===== config.mk =====
export PLATFORM = sky130hd
export DESIGN_NAME = qhs_top
export DESIGN_NICKNAME = d
export VERILOG_FILES = /design/src/logic/qhs_pkg.sv /design/src/logic/qhs_top.sv
export VERILOG_INCLUDE_DIRS = /design/src /design/src/logic
export SDC_FILE = /design/constraint.sdc
export NUM_CORES = 1
export LEC_CHECK = 0
export BUFFER_PORTS_ARGS = -buffer_cell sky130_fd_sc_hd__buf_4
export CAP_MARGIN = 10
export CORE_ASPECT_RATIO = 1.75
export CORE_MARGIN = 10
export CORE_UTILIZATION = 50
export DETAILED_ROUTE_END_ITERATION = 10
export PLACE_DENSITY_LB_ADDON = 0.12
export SLEW_MARGIN = 10
export SYNTH_ARGS = -nofsm -noshare
export SYNTH_HDL_FRONTEND = slang
export SYNTH_SLANG_ARGS = --single-unit

===== constraint.sdc =====
create_clock -name clk_sys -period 10.39 [get_ports clk_sys]
set_input_delay 0 -clock clk_sys [delete_from_list [all_inputs] [get_ports clk_sys]]
set_output_delay 0 -clock clk_sys [all_outputs]
set_load 0.1 [all_outputs]

===== src/logic/qhs_params.svh =====
`ifndef QHS_PARAMS_SVH
`define QHS_PARAMS_SVH

`define QHS_CLK_PERIOD_NS 10
`define QHS_TICK_US       100
`define QHS_TON_DEL_US    25600
`define QHS_TOFF_DEL_US   3200
`define QHS_OPEN_DEL_US   900000
`define QHS_OC_TIME_US    6400
`define QHS_TICK_CYCLES   (`QHS_TICK_US * 1000 / `QHS_CLK_PERIOD_NS)
`define QHS_TON_TICKS     (`QHS_TON_DEL_US / `QHS_TICK_US)
`define QHS_TOFF_TICKS    (`QHS_TOFF_DEL_US / `QHS_TICK_US)
`define QHS_OPEN_TICKS    (`QHS_OPEN_DEL_US / `QHS_TICK_US)
`define QHS_OC_TICKS      (`QHS_OC_TIME_US / `QHS_TICK_US)

`define QHS_DUTY_LOW_PCT  1
`define QHS_DUTY_HIGH_PCT 2
`define QHS_DUTY_OPEN_PCT 4
`define QHS_DC_LOW        2'h0
`define QHS_DC_HIGH       2'h1
`define QHS_DC_OPEN       2'h2

`define QHS_OFF_CTRL      5'h00
`define QHS_OFF_PORT_REQ  5'h04
`define QHS_OFF_OC_TIME   5'h08
`define QHS_OFF_STATUS    5'h0C

`define QHS_CTRL_SEL      0
`define QHS_CTRL_OPENCIRCUIT_ENABLE     1
`define QHS_CTRL_RETRY    2
`define QHS_CTRL_DC_LO    4
`define QHS_CTRL_DC_HI    5
`define QHS_REQ_SW_LO     0
`define QHS_REQ_RLY_LO    4
`define QHS_ST_FAULT      16

`define QHS_RESP_OKAY     2'h0
`define QHS_RESP_SLVERR   2'h2

`endif


===== src/logic/qhs_pkg.sv =====
`include "qhs_params.svh"

package qhs_pkg;

  typedef enum logic [1:0] {
    QHS_SW_IDLE,
    QHS_SW_ON,
    QHS_SW_OC_OFF,
    QHS_SW_OPEN_OFF
  } qhs_sw_e;

  typedef struct packed {
    logic [1:0] duty_select;
    logic       retry_enable;
    logic       opencircuit_enable;
    logic       status_select;
  } qhs_ctrl_s;

  typedef struct packed {
    logic [3:0] cur_limit;
    logic [3:0] full_on;
    logic [3:0] open_cur;
    logic       undervoltage_lockout;
  } qhs_ana_s;

  // Off-time in ticks: overcurrent time times (100 / duty percent - 1).
  function automatic logic [23:0] qhs_off_ticks(input logic [15:0] to, input logic [1:0] dc);
    logic [23:0] mult;
    mult = (dc == `QHS_DC_LOW)  ? 24'(100 / `QHS_DUTY_LOW_PCT - 1) :
           (dc == `QHS_DC_HIGH) ? 24'(100 / `QHS_DUTY_HIGH_PCT - 1) :
                                  24'(100 / `QHS_DUTY_OPEN_PCT - 1);
    qhs_off_ticks = 24'(to) * mult;
  endfunction : qhs_off_ticks

endpackage : qhs_pkg


===== src/logic/qhs_top.sv =====
// Operation
// - Shared open-drain fault_n pulls low on a fault in any port.
// - fault_n low while any port is open-latched or retrying after overcurrent.
// - Without retry, overcurrent latch keeps fault_n low until switch_request falls.
// - status_out shows power_good when status_select high, else port_open_flag.
// - power_good needs request, switch fully on, supply good, no current limit.
// - port_open_flag high only while latched off by low current.
// - opencircuit_enable enables open-circuit detection on all ports.
// - Open detection arms 900 ms after power-good conditions are met.
// - retry_enable high retries after overcurrent; low latches the switch off.
// - Falling switch_request clears a latched-off switch.
// - duty_select picks off-time duty: 1% low, 2% high, 4% unconnected.
// - relay_request high enables relay; low turns switch off and relay off.
// - Gate enabled only while switch_request and relay_request are both high.
// - Low switch_request disables the gate drive.
// - Low switch_request resets overcurrent latch without retry, and open latch always.
// - Overcurrent time is programmable, default 6.4 ms.
// - Undervoltage holds every switch and relay off.
// - relay_drive polarity is variant dependent, active low or active high.
// - Relay turns on at once; switch_request acts only after 25.6 ms.
// - Relay request low: switch off at once, relay off after 3.2 ms.
// - Current limit beyond the overcurrent time latches the switch off.
// - With retry the switch restarts after the duty-derived off-time.
//
// Local design decisions: the AXI4-Lite slave port and the address map.
`timescale 1ns/100ps
`include "qhs_params.svh"

module qhs_top #(
  parameter int TICK_CYCLES       = `QHS_TICK_CYCLES,
  parameter bit RELAY_ACTIVE_HIGH = 1'b1
) (
  input  wire logic        clk_sys,
  input  wire logic        arst_n,
  input  wire logic [4:0]  s_axi_awaddr,
  input  wire logic        s_axi_awvalid,
  output logic             s_axi_awready,
  input  wire logic [31:0] s_axi_wdata,
  input  wire logic [3:0]  s_axi_wstrb,
  input  wire logic        s_axi_wvalid,
  output logic             s_axi_wready,
  output logic [1:0]       s_axi_bresp,
  output logic             s_axi_bvalid,
  input  wire logic        s_axi_bready,
  input  wire logic [4:0]  s_axi_araddr,
  input  wire logic        s_axi_arvalid,
  output logic             s_axi_arready,
  output logic [31:0]      s_axi_rdata,
  output logic [1:0]       s_axi_rresp,
  output logic             s_axi_rvalid,
  input  wire logic        s_axi_rready,
  input  wire logic [3:0]  cur_limit_in,
  input  wire logic [3:0]  full_on_in,
  input  wire logic [3:0]  open_cur_in,
  input  wire logic        undervoltage_lockout_in,
  output logic [3:0]       gate_en,
  output logic [3:0]       relay_drive,
  output logic [3:0]       status_out,
  output logic             fault_n_o,
  output logic             fault_n_oe_n
);

  localparam logic [15:0] TICK_MAX  = 16'(TICK_CYCLES - 1);
  localparam logic [8:0]  TON_LAST  = 9'(`QHS_TON_TICKS - 1);
  localparam logic [8:0]  TOFF_LAST = 9'(`QHS_TOFF_TICKS - 1);
  localparam logic [13:0] OPEN_MAX  = 14'(`QHS_OPEN_TICKS);

  logic [1:0]       rst_q;
  logic             rst_n;
  qhs_pkg::qhs_ana_s ana_m;
  qhs_pkg::qhs_ana_s ana;
  logic [15:0]      tick_cnt;
  logic             tick;

  qhs_pkg::qhs_ctrl_s ctrl;
  logic [3:0]       sw_req;
  logic [3:0]       rly_req;
  logic [15:0]      oc_time;

  logic             aw_have;
  logic             w_have;
  logic [4:0]       aw_addr_q;
  logic [31:0]      w_data_q;
  logic [3:0]       w_strb_q;

  qhs_pkg::qhs_sw_e st [4];
  qhs_pkg::qhs_sw_e next_st [4];
  logic [23:0]      cnt [4];
  logic [23:0]      next_cnt [4];
  logic [13:0]      od [4];
  logic [13:0]      next_od [4];
  logic [8:0]       rcnt [4];
  logic [8:0]       next_rcnt [4];
  logic [3:0]       clr;
  logic [3:0]       next_clr;
  logic [3:0]       rly_on;
  logic [3:0]       next_rly_on;
  logic [3:0]       ready;
  logic [3:0]       next_ready;
  logic [3:0]       sw_prev;
  logic [3:0]       rly_prev;

  always_ff @(posedge clk_sys or negedge arst_n) begin
    if (!arst_n) rst_q <= 2'h0;
    else         rst_q <= {rst_q[0], 1'b1};
  end
  assign rst_n = rst_q[1];

  // The second stage alone feeds the port logic.
  // Reset reads as undervoltage, so no port can start before the supply is seen.
  always_ff @(posedge clk_sys or negedge rst_n) begin
    if (!rst_n) begin
      ana_m <= 13'h0001;
      ana   <= 13'h0001;
    end else begin
      ana_m <= {cur_limit_in, full_on_in, open_cur_in, undervoltage_lockout_in};
      ana   <= ana_m;
    end
  end

  assign tick = (tick_cnt == TICK_MAX);
  always_ff @(posedge clk_sys or negedge rst_n) begin
    if (!rst_n) tick_cnt <= 16'h0000;
    else        tick_cnt <= tick ? 16'h0000 : tick_cnt + 16'h0001;
  end

  // Register bus: write address and data are held until both have arrived.
  wire wr_go   = aw_have && w_have && !s_axi_bvalid;
  wire wr_ctrl = wr_go && (aw_addr_q == `QHS_OFF_CTRL);
  wire wr_req  = wr_go && (aw_addr_q == `QHS_OFF_PORT_REQ);
  wire wr_ot   = wr_go && (aw_addr_q == `QHS_OFF_OC_TIME);
  wire wr_ok   = wr_ctrl || wr_req || wr_ot;

  assign s_axi_awready = !aw_have;
  assign s_axi_wready  = !w_have;
  assign s_axi_arready = !s_axi_rvalid;

  always_ff @(posedge clk_sys or negedge rst_n) begin
    if (!rst_n) begin
      aw_have   <= 1'b0;
      w_have    <= 1'b0;
      aw_addr_q <= 5'h00;
      w_data_q  <= 32'h0000_0000;
      w_strb_q  <= 4'h0;
    end else begin
      if (s_axi_awvalid && !aw_have) begin
        aw_have   <= 1'b1;
        aw_addr_q <= s_axi_awaddr;
      end else if (wr_go) begin
        aw_have <= 1'b0;
      end
      if (s_axi_wvalid && !w_have) begin
        w_have   <= 1'b1;
        w_data_q <= s_axi_wdata;
        w_strb_q <= s_axi_wstrb;
      end else if (wr_go) begin
        w_have <= 1'b0;
      end
    end
  end

  always_ff @(posedge clk_sys or negedge rst_n) begin
    if (!rst_n) begin
      ctrl         <= '{duty_select: `QHS_DC_OPEN, default: 1'b0};
      sw_req       <= 4'h0;
      rly_req      <= 4'h0;
      oc_time      <= 16'(`QHS_OC_TICKS);
      s_axi_bvalid <= 1'b0;
      s_axi_bresp  <= `QHS_RESP_OKAY;
    end else begin
      if (wr_ctrl && w_strb_q[0]) begin
        ctrl.status_select      <= w_data_q[`QHS_CTRL_SEL];
        ctrl.opencircuit_enable <= w_data_q[`QHS_CTRL_OPENCIRCUIT_ENABLE];
        ctrl.retry_enable       <= w_data_q[`QHS_CTRL_RETRY];
        ctrl.duty_select        <= w_data_q[`QHS_CTRL_DC_HI:`QHS_CTRL_DC_LO];
      end
      if (wr_req && w_strb_q[0]) begin
        sw_req  <= w_data_q[`QHS_REQ_SW_LO +: 4];
        rly_req <= w_data_q[`QHS_REQ_RLY_LO +: 4];
      end
      if (wr_ot && w_strb_q[0]) oc_time[7:0]  <= w_data_q[7:0];
      if (wr_ot && w_strb_q[1]) oc_time[15:8] <= w_data_q[15:8];
      if (wr_go) begin
        s_axi_bvalid <= 1'b1;
        s_axi_bresp  <= wr_ok ? `QHS_RESP_OKAY : `QHS_RESP_SLVERR;
      end else if (s_axi_bready) begin
        s_axi_bvalid <= 1'b0;
      end
    end
  end

  // Port status seen by software and by the status mux.
  logic [3:0] power_good;
  logic [3:0] open_flag;
  logic [3:0] port_fault;
  logic [3:0] permit;
  logic [3:0] sw_fall;
  always_comb begin
    for (int i = 0; i < 4; i++) begin
      power_good[i] = (st[i] == qhs_pkg::QHS_SW_ON) && sw_req[i] && ana.full_on[i] &&
                      !ana.undervoltage_lockout && !ana.cur_limit[i];
      open_flag[i]  = (st[i] == qhs_pkg::QHS_SW_OPEN_OFF);
      port_fault[i] = open_flag[i] || ((st[i] == qhs_pkg::QHS_SW_OC_OFF) && !clr[i]);
      permit[i]     = rly_req[i] && ready[i] && sw_req[i] && !ana.undervoltage_lockout;
    end
  end
  assign sw_fall = sw_prev & ~sw_req;

  wire        any_fault = |port_fault;
  wire [31:0] status_word = {15'h0000, any_fault, rly_on, gate_en, open_flag, power_good};
  wire [31:0] ctrl_word = {26'h0000000, ctrl.duty_select, 1'b0, ctrl.retry_enable,
                           ctrl.opencircuit_enable, ctrl.status_select};
  wire        rd_hit = (s_axi_araddr == `QHS_OFF_CTRL) || (s_axi_araddr == `QHS_OFF_PORT_REQ) ||
                       (s_axi_araddr == `QHS_OFF_OC_TIME) || (s_axi_araddr == `QHS_OFF_STATUS);
  wire [31:0] rd_data =
    (s_axi_araddr == `QHS_OFF_CTRL)     ? ctrl_word :
    (s_axi_araddr == `QHS_OFF_PORT_REQ) ? {24'h000000, rly_req, sw_req} :
    (s_axi_araddr == `QHS_OFF_OC_TIME)  ? {16'h0000, oc_time} :
    (s_axi_araddr == `QHS_OFF_STATUS)   ? status_word : 32'h0000_0000;

  always_ff @(posedge clk_sys or negedge rst_n) begin
    if (!rst_n) begin
      s_axi_rvalid <= 1'b0;
      s_axi_rdata  <= 32'h0000_0000;
      s_axi_rresp  <= `QHS_RESP_OKAY;
    end else if (s_axi_arvalid && !s_axi_rvalid) begin
      s_axi_rvalid <= 1'b1;
      s_axi_rdata  <= rd_data;
      s_axi_rresp  <= rd_hit ? `QHS_RESP_OKAY : `QHS_RESP_SLVERR;
    end else if (s_axi_rready) begin
      s_axi_rvalid <= 1'b0;
    end
  end

  // Relay sequencing and the per-port switch state machine.
  always_comb begin
    for (int i = 0; i < 4; i++) begin
      next_rly_on[i] = rly_on[i];
      next_ready[i]  = ready[i];
      next_rcnt[i]   = rcnt[i];
      if (ana.undervoltage_lockout) begin
        next_rly_on[i] = 1'b0;
        next_ready[i]  = 1'b0;
        next_rcnt[i]   = 9'h000;
      end else if (rly_req[i] && (!rly_on[i] || !rly_prev[i])) begin
        next_rly_on[i] = 1'b1;
        next_ready[i]  = 1'b0;
        next_rcnt[i]   = 9'h000;
      end else if (!rly_req[i] && rly_prev[i]) begin
        next_ready[i] = 1'b0;
        next_rcnt[i]  = 9'h000;
      end else if (tick && rly_on[i]) begin
        if (rly_req[i] && !ready[i]) begin
          if (rcnt[i] == TON_LAST) next_ready[i] = 1'b1;
          else                     next_rcnt[i]  = rcnt[i] + 9'h001;
        end else if (!rly_req[i]) begin
          if (rcnt[i] == TOFF_LAST) next_rly_on[i] = 1'b0;
          else                      next_rcnt[i]   = rcnt[i] + 9'h001;
        end
      end

      next_st[i]  = st[i];
      next_cnt[i] = cnt[i];
      next_od[i]  = od[i];
      next_clr[i] = clr[i];
      unique case (st[i])
        qhs_pkg::QHS_SW_IDLE: begin
          next_cnt[i] = 24'h000000;
          next_od[i]  = 14'h0000;
          if (permit[i]) next_st[i] = qhs_pkg::QHS_SW_ON;
        end
        qhs_pkg::QHS_SW_ON: begin
          if (!permit[i]) begin
            next_st[i] = qhs_pkg::QHS_SW_IDLE;
          end else if (tick && ana.cur_limit[i] && (cnt[i] + 24'h000001 >= 24'(oc_time))) begin
            next_st[i]  = qhs_pkg::QHS_SW_OC_OFF;
            next_cnt[i] = 24'h000000;
            next_clr[i] = 1'b0;
          end else if ((od[i] == OPEN_MAX) && ctrl.opencircuit_enable && ana.open_cur[i]) begin
            next_st[i]  = qhs_pkg::QHS_SW_OPEN_OFF;
            next_clr[i] = 1'b0;
          end else begin
            if (tick) next_cnt[i] = ana.cur_limit[i] ? cnt[i] + 24'h000001 : 24'h000000;
            if (!power_good[i])             next_od[i] = 14'h0000;
            else if (tick && od[i] != OPEN_MAX) next_od[i] = od[i] + 14'h0001;
          end
        end
        qhs_pkg::QHS_SW_OC_OFF: begin
          if (sw_fall[i]) next_clr[i] = 1'b1;
          if (cnt[i] < qhs_pkg::qhs_off_ticks(oc_time, ctrl.duty_select)) begin
            if (tick) next_cnt[i] = cnt[i] + 24'h000001;
          end else if (ctrl.retry_enable) begin
            next_st[i]  = permit[i] ? qhs_pkg::QHS_SW_ON : qhs_pkg::QHS_SW_IDLE;
            next_cnt[i] = 24'h000000;
            next_od[i]  = 14'h0000;
          end else if (clr[i] || sw_fall[i]) begin
            next_st[i] = qhs_pkg::QHS_SW_IDLE;
          end
        end
        qhs_pkg::QHS_SW_OPEN_OFF: begin
          if (sw_fall[i]) next_st[i] = qhs_pkg::QHS_SW_IDLE;
        end
      endcase
    end
  end

  always_ff @(posedge clk_sys or negedge rst_n) begin
    if (!rst_n) begin
      for (int i = 0; i < 4; i++) begin
        st[i]   <= qhs_pkg::QHS_SW_IDLE;
        cnt[i]  <= 24'h000000;
        od[i]   <= 14'h0000;
        rcnt[i] <= 9'h000;
      end
      clr      <= 4'h0;
      rly_on   <= 4'h0;
      ready    <= 4'h0;
      sw_prev  <= 4'h0;
      rly_prev <= 4'h0;
    end else begin
      st       <= next_st;
      cnt      <= next_cnt;
      od       <= next_od;
      rcnt     <= next_rcnt;
      clr      <= next_clr;
      rly_on   <= next_rly_on;
      ready    <= next_ready;
      sw_prev  <= sw_req;
      rly_prev <= rly_req;
    end
  end

  logic [3:0] next_gate;
  always_comb begin
    for (int i = 0; i < 4; i++) next_gate[i] = (next_st[i] == qhs_pkg::QHS_SW_ON);
  end

  assign fault_n_o = 1'b0;
  always_ff @(posedge clk_sys or negedge rst_n) begin
    if (!rst_n) begin
      gate_en      <= 4'h0;
      relay_drive  <= {4{!RELAY_ACTIVE_HIGH}};
      status_out   <= 4'h0;
      fault_n_oe_n <= 1'b1;
    end else begin
      gate_en      <= next_gate;
      relay_drive  <= RELAY_ACTIVE_HIGH ? next_rly_on : ~next_rly_on;
      status_out   <= ctrl.status_select ? power_good : open_flag;
      fault_n_oe_n <= !any_fault;
    end
  end

  a_fault_drive: assert property (@(posedge clk_sys) disable iff (!rst_n)
    any_fault |=> !fault_n_oe_n) else $error("fault output not driven low on fault");
  a_latch_holds: assert property (@(posedge clk_sys) disable iff (!rst_n)
    (st[0] == qhs_pkg::QHS_SW_OC_OFF) && !ctrl.retry_enable && !clr[0] && !sw_fall[0]
    |=> (st[0] == qhs_pkg::QHS_SW_OC_OFF) && !fault_n_oe_n)
    else $error("overcurrent latch released without request drop");
  a_stat_mux: assert property (@(posedge clk_sys) disable iff (!rst_n)
    !ctrl.status_select && $stable(ctrl.status_select) |=> status_out == $past(open_flag))
    else $error("status output not showing open flags");
  a_pg_request: assert property (@(posedge clk_sys) disable iff (!rst_n)
    status_out[0] && $past(ctrl.status_select) |-> $past(sw_req[0], 1) && !$past(ana.undervoltage_lockout, 1))
    else $error("power good without request or supply");
  a_gate_both: assert property (@(posedge clk_sys) disable iff (!rst_n)
    |gate_en |-> ((gate_en & ~$past(sw_req & rly_req & ready)) == 4'h0))
    else $error("gate enabled without both requests");
  a_undervoltage_lockout_off: assert property (@(posedge clk_sys) disable iff (!rst_n)
    ana.undervoltage_lockout |=> (gate_en == 4'h0) && (rly_on == 4'h0))
    else $error("switch or relay on during undervoltage");
  a_relay_first: assert property (@(posedge clk_sys) disable iff (!rst_n)
    $rose(rly_on[0]) |-> !gate_en[0] ##1 !gate_en[0][*2])
    else $error("switch on without relay delay");
  a_relay_lag: assert property (@(posedge clk_sys) disable iff (!rst_n)
    $fell(rly_req[0]) && rly_on[0] && !ana.undervoltage_lockout |=> !gate_en[0] && rly_on[0])
    else $error("relay dropped before switch");
  a_open_delay: assert property (@(posedge clk_sys) disable iff (!rst_n)
    $rose(open_flag[0]) |-> $past(od[0]) == OPEN_MAX && $past(ctrl.opencircuit_enable))
    else $error("open latch before delay or while disabled");

endmodule : qhs_top


==> out/results.tsv, run 1 <==
stage	metric	value	unit
timing	fmax	0.1108	GHz
finish	leading cell type in the layout, fill and taps excluded	dfrtp_1	
route	DR iter-0 viols	1422	
timing	Final Setup Violations	0	
power_and_ir_drop	PwrDens	215.0	mW/mm²
floorplanning	initial core utilization	50.67	%
timing	Max Clock Skew	0.02291	ns
setup_path	Crit. End Element	flip-flop	
placement	Post-Place Worst Slack	1.503	ns
synth	Yosys cell types	119	
route	drt total wl	77650	µm
min_path	min-delay src	cur_limit_in[1]	
timing	final hold vios	0	
placement	IO buf count	84	
clock_network	CTS tree	yes	
clock_network	post-CTS resize count	0	
floorplanning	core area	0.04973	mm²
finish	most frequent cells in the layout	dfrtp_1, nand2_1, o21ai_0	
route	Via-to-Cell Ratio	6.071	
timing	setup tns final	0	ns
finish	Layout fillers	4494	
setup_path	Slowest cell on crit path	dfstp_2	
synth	Seq cells post-synth	344	
setup_path	CP Buf/Inv Count	5	
timing	RSZ-0062 raised after global routing	no	
synth	Post-synth EDFFs	0	
clock_network	TritonCTS Buffers	36	
setup_path	reg-to-reg critical path endpoint	cnt[6]	
route	Routed Antenna Nets	0	
clock_network	Root Driver	clkbuf_16	
setup_path	R2R cell count	33	
route	Post-route DRC	0	
route	WL/cell	21.76	µm
clock_network	clk sink count	344	
timing	fin crit period	9.026	ns
timing	Final WS setup	1.364	ns
placement	Detailed Place HPWL	59640	µm
setup_path	CP arrival	9.45	ns
floorplanning	Die X	189.7	µm
setup_path	CP startpoint	ctrl[4]	
setup_path	cell family with the largest share of critical-path delay	compound AO/OA/AOI/OAI gates	
route	DRT Pass-1 Iters	6	
clock_network	Post-CTS Setup Inserts	0	
min_path	WHS Endpoint	ana_m[10]	
clock_network	Skew-Pair Late Insertion Delay	0.56	ns
synth	cells after synthesis	2774	
global_route	total gr overflow	0	
placement	routability cong.	0.9888	
clock_network	hold bufs inserted after CTS	46	
floorplanning	Die Y	317.0	µm
setup_path	Worst Setup Path Type	reg2reg	
timing	Tcrit/Tclk final	86.87	%
synth	fraction of registers with async set or reset after synthesis	100.0	%
finish	layout overhead on the synthesized area	11.69	%
global_route	vias in the first global route	21943	
setup_path	R2R Setup Slk	1.36	ns
setup_path	crit path max fanout	24	
global_route	largest net degree at the start of global routing	173	
run_status	status	finished clean	
floorplanning	die area	0.06012	mm²
timing	Max Slew Vio Count	0	
synth	syn_area_per_cell	9.083	µm²
setup_path	worst path required time	10.81	ns
setup_path	startpoint types	flip-flop	
finish	nets	3222	
floorplanning	# IOs	121	
synth	Seq/Total Area, Yosys	34.19	%
setup_path	Worst path max stage delay	0.77	ns
timing	worst-margin pin slew	1.097	ns
power_and_ir_drop	Peak VDD IR	0.1889	mV
flow_run	MaxCap Viol Count	0	
global_route	initial antenna violation count	1	
min_path	worst hold-check path type	in2reg	
global_route	first-pass GRT wire length	121900	µm
min_path	worst hold path stage count	2	
clock_network	Clk pin slew, worst setup/hold paths	0.06	ns
synth	Top FF cell, synth	dfrtp_1	
synth	Ys Warns	0	
clock_network	H-Tree Depth	2	
timing	relative slew slack	26.35	%
global_route	Total GRT Usage	25.66	%
power_and_ir_drop	Pleak	12.95	nW
timing	Hold WS	0.09812	ns
synth	Post-Syn Area	0.02520	mm²
setup_path	FF-to-FF Start	ctrl[4]	
route	vias post-DR	21662	
clock_network	CTS max path bufs	3	
floorplanning	row cnt	108	
finish	proportion of layout cells with a drive suffix above 1	11.04	%
## routing by layer
layer	vias up	global-route usage, %	wire (µm)
met5	-	0	0
met1	10655	27.71	28810
met3	232	3.455	3432
met4	0	19.69	6751
li1	10136	-	-
met2	639	44.83	38660
## state kept, by name, summed over array words and instances (netlist names), 5 cells and up
signal       flops
od              56
ana             13
cnt             96
s_axi_rdata     17
w_data_q        16
ctrl             5
rcnt            36
ana_m           13
st               8
oc_time         16
aw_addr_q        5
tick_cnt        16
## worst max-delay path by stage
stage | end | depth (start not counted)
3_3_place_gp | cnt[16] | 33
5_1_grt | od[27] | 32
4_1_cts | cnt[16] | 33
2_1_floorplan | ana[10] | 0
3_5_place_dp | cnt[16] | 33
6_report | cnt[6] | 33
## synthesized netlist by cell type, types with 12 or more instances
master / n / share of area (%)
fa_1: 53 / 4.2
o211ai_1: 15 / 0.45
nand4_1: 38 / 0.94
and3_1: 68 / 1.7
nor3_1: 36 / 0.72
buf_2: 14 / 0.28
and4_1: 15 / 0.52
nand3_1: 121 / 2.4
o31ai_1: 45 / 1.3
nor2_1: 198 / 2.9
o21ai_0: 234 / 4.6
or3_1: 27 / 0.67
a21o_1: 41 / 1.2
xor2_1: 38 / 1.3
a31oi_1: 18 / 0.45
and2_1: 36 / 0.89
nor4_1: 17 / 0.42
buf_4: 21 / 0.63
nand2_1: 245 / 3.6
clkbuf_1: 63 / 0.94
ha_1: 223 / 11
inv_1: 184 / 2.7
mux2i_1: 15 / 0.60
o21ai_1: 30 / 0.60
o22ai_1: 27 / 0.67
o21a_1: 13 / 0.39
dfrtp_1: 339 / 34
nand2b_1: 78 / 1.9
or2_2: 12 / 0.30
a21oi_1: 129 / 2.6
xnor2_1: 65 / 2.3
nor2b_1: 25 / 0.62
mux2_2: 60 / 2.7
## cell families after synthesis
kind of cell    count (synthesis)  share of synthesized area (%)
compound gates                704                          18.61
mux                            75                          3.278
simple gates                  972                          19.84
buf+inv                       295                          4.986
fa+ha+maj                     277                          15.33
flops                         344                          34.19
other cells                     2                        0.02981
xor+xnor                      105                          3.734
## power breakdown
part	leakage, nW	total, mW	internal [mW]	switching, mW
sequential	4.60	1.65	1.47	0.177
combinational	7.73	3.00	1.04	1.96
clock	0.615	1.40	0.811	0.594
total	12.9	6.05	3.33	2.73
## stage by stage
| stage | std cells | utilization, % | instance area, µm² | power [mW] |
|---|---|---|---|---|
| final | 3568 | 56.59 | 28140 | 6.051 |
| after global routing | 3568 | 56.59 | 28140 | 6.411 |
| after CTS | 3567 | 56.58 | 28140 | 6.046 |
| after detailed placement | 3456 | 53.14 | 26420 | 4.602 |
| after global placement | 3456 | 53.14 | 26420 | 4.507 |
| after floorplan | 2791 | - | 25260 | 3.632 |
## layout make-up
type	instances	area, µm²	share of cell area [%]
Antenna cell	1	2.502	0.008893
Inverter	185	694.4	2.468
Clock buffer	53	1056	3.753
Timing Repair Buffer	161	1336	4.749
Sequential cell	344	8618	30.63
Multi-Input combinational cell	2152	15410	54.76
Tap cell	660	825.8	2.935
Clock inverter	12	196.4	0.6981
Power figures use the tool's default switching activity.
==> inputs of run 2 (changes only) <==
CAP_MARGIN = 30   (was 10)
CTS_BUF_LIST = sky130_fd_sc_hd__clkbuf_4 sky130_fd_sc_hd__clkbuf_8   (was unset)
==> run 2 against run 1 <==
Utilization up 0.20 points. Sequential cell count unchanged. Cell area grew 0.35%. Global-route usage down 0.073 points. Register-to-register slack about the same. Sequential share of layout area is 0.11 points lower. Clock power down 11%.
==> out/results.tsv, run 2 (same netlist as run 1, synthesis figures left out) <==
stage	metric	value	unit	change
placement	routability cong.	0.9888		unchanged
floorplanning	row cnt	108		unchanged
power_and_ir_drop	Switch Pwr	2.719	mW	was 2.726 mW
route	DRT Pass-1 Iters	5		was 6
timing	Max Slew Vio Count	0		unchanged
timing	relative slew slack	30.06	%	was 26.35%
route	DR iter-0 viols	1442		was 1422
power_and_ir_drop	Clock power frac	21.3	%	was 23.2%
timing	Tcrit/Tclk final	86.82	%	was 86.87%
setup_path	Worst Setup Path Type	reg2reg		unchanged
clock_network	TritonCTS Buffers	55		was 36
floorplanning	# IOs	121		unchanged
finish	nets	3258		was 3222
timing	setup tns final	0	ns	unchanged
finish	register area	0.008618	mm²	unchanged
power_and_ir_drop	internal power	3.173	mW	was 3.325 mW
global_route	first-pass GRT wire length	121200	µm	was 121900 µm
floorplanning	core area	0.04973	mm²	unchanged
run_status	status	finished clean		unchanged
finish	leading cell type in the layout, fill and taps excluded	dfrtp_1		unchanged
floorplanning	Die Y	317.0	µm	unchanged
clock_network	Skew-Pair Late Insertion Delay	0.66	ns	was 0.56 ns
floorplanning	Die X	189.7	µm	unchanged
route	Post-route DRC	0		unchanged
timing	fin crit period	9.021	ns	was 9.026 ns
finish	Layout fillers	4541		was 4494
floorplanning	die area	0.06012	mm²	unchanged
clock_network	CTS tree	yes		unchanged
timing	Max Clock Skew	0.03783	ns	was 0.02291 ns
finish	largest registers	cnt: 96 flops, od: 56 flops, rcnt: 36 flops		unchanged
floorplanning	initial core utilization	50.67	%	unchanged
timing	final hold vios	0		unchanged
setup_path	startpoint types	flip-flop		unchanged
min_path	WHS Endpoint	s_axi_rvalid		was ana_m[10]
timing	worst-margin pin slew	1.042	ns	was 1.097 ns
power_and_ir_drop	Flop pwr share	28.0	%	was 27.3%
route	Routed Antenna Nets	0		unchanged
clock_network	clk sink count	344		unchanged
finish	Layout Utilization	56.78	%	was 56.59%
finish	post-route cell area	0.02824	mm²	was 0.02814 mm²
finish	Multi-input gate area	0.01541	mm²	unchanged
setup_path	CP arrival	9.58	ns	was 9.45 ns
setup_path	FF-to-FF Start	ctrl[4]		unchanged
placement	Detailed Place HPWL	59490	µm	was 59640 µm
power_and_ir_drop	Pleak	13.04	nW	was 12.95 nW
setup_path	worst path required time	10.95	ns	was 10.81 ns
finish	max reg flops	96		unchanged
clock_network	Post-CTS Setup Inserts	0		unchanged
clock_network	hold bufs inserted after CTS	61		was 46
clock_network	post-CTS resize count	0		unchanged
route	Via-to-Cell Ratio	5.989		was 6.071
power_and_ir_drop	PwrDens	208.7	mW/mm²	was 215.0 mW/mm²
min_path	worst hold-check path type	in2reg		unchanged
clock_network	H-Tree Depth	2		unchanged
setup_path	CP startpoint	ctrl[4]		unchanged
power_and_ir_drop	Peak VDD IR	0.1695	mV	was 0.1889 mV
setup_path	R2R Setup Slk	1.37	ns	was 1.36 ns
route	vias post-DR	21680		was 21662
setup_path	R2R cell count	26		was 33
power_and_ir_drop	combinational power share	50.7	%	was 49.5%
finish	Biggest register	cnt		unchanged
global_route	initial antenna violation count	1		unchanged
min_path	min-delay src	s_axi_rready		was cur_limit_in[1]
global_route	vias in the first global route	21898		was 21943
global_route	Total GRT Usage	25.58	%	was 25.66%
placement	Placed Area	0.02644	mm²	was 0.02642 mm²
global_route	total gr overflow	0		unchanged
power_and_ir_drop	switch share	46.15	%	was 45.05%
finish	layout overhead on the synthesized area	12.07	%	was 11.69%
route	drt total wl	77740	µm	was 77650 µm
finish	most frequent cells in the layout	dfrtp_1, nand2_1, o21ai_0		unchanged
timing	RSZ-0062 raised after global routing	no		unchanged
power_and_ir_drop	Final Power	5.892	mW	was 6.051 mW
route	WL/cell	21.47	µm	was 21.76 µm
setup_path	crit path max fanout	24		unchanged
timing	fmax	0.1109	GHz	was 0.1108 GHz
global_route	largest net degree at the start of global routing	173		unchanged
clock_network	Clk pin slew, worst setup/hold paths	0.06	ns	about the same
finish	proportion of layout cells with a drive suffix above 1	12.40	%	was 11.04%
min_path	worst hold path stage count	3		was 2
flow_run	MaxCap Viol Count	0		unchanged
timing	Hold WS	0.1014	ns	was 0.09812 ns
setup_path	Crit. End Element	flip-flop		unchanged
clock_network	CTS max path bufs	3		unchanged
placement	IO buf count	84		unchanged
clock_network	Root Driver	clkbuf_8		was clkbuf_16
setup_path	reg-to-reg critical path endpoint	cnt[23]		was cnt[6]
timing	Final Setup Violations	0		unchanged
## run 2: worst max-delay path, stage by stage (launching register included)
cell and delay (ns):
dfstp_2 0.79, buf_4 0.30, nor2_1 0.07, buf_4 0.20, nor2_1 0.14, fa_1 0.46
fa_1 0.52, fa_1 0.54, inv_1 0.05, fa_1 0.52, inv_1 0.05, ha_1 0.36
a21oi_1 0.25, a21boi_0 0.23, a31o_2 0.33, xnor2_1 0.76, ha_1 0.39, a21o_1 0.15
a21oi_1 0.15, o22ai_1 0.14, o32ai_1 0.33, a2111oi_2 0.13, a311oi_2 0.57, o2111ai_2 0.42
and2_0 0.39, or3_1 0.45, o31ai_2 0.22
## run 2: worst max path at each step
| stage | to | slack, ns |
|---|---|---|
| global placement | cnt[16] | 1.64 |
| finish | cnt[23] | 1.37 |
| floorplan | ana[10] | 0.10 |
| detailed placement | od[9] | 1.46 |
| global route | od[27] | 0.97 |
| CTS | od[9] | 1.46 |
## run 2: per-stage QoR
step / setup WS [ns] / cells
4_1_cts: 1.460 / 3618
5_1_grt: 0.9720 / 3620
2_1_floorplan: 0.1014 / 2791
6_report: 1.369 / 3620
3_3_place_gp: 1.644 / 3456
3_5_place_dp: 1.461 / 3457
## run 2: area by class of cell
class                   count  area share [%]
flip-flops and latches    344           30.52
diodes                      1        0.008862
repair buffers            178           5.415
inverters                 185           2.459
clock buffers              87           3.775
multi-input cells        2152           54.57
well taps                 660           2.924
clock inverters            13          0.3235
## run 2: power by group through the flow
stage / combinational, mW / clock (mW) / sequential [mW]
finish: 2.99 / 1.25 / 1.65
global route: 3.28 / 1.33 / 1.67
CTS: 2.96 / 1.28 / 1.65
detailed placement: 2.93 / 0 / 1.67
global placement: 2.84 / 0 / 1.67
floorplan: 1.93 / 0 / 1.70
## run 2: per-layer routing
| metal | global-route usage, % | up-vias | share of wire (%) |
|---|---|---|---|
| met5 | 0 | - | 0 |
| met4 | 19.44 | 0 | 8.6 |
| met3 | 3.312 | 237 | 4.5 |
| met2 | 45.02 | 642 | 50 |
| met1 | 27.51 | 10596 | 37 |
| li1 | - | 10205 | - |
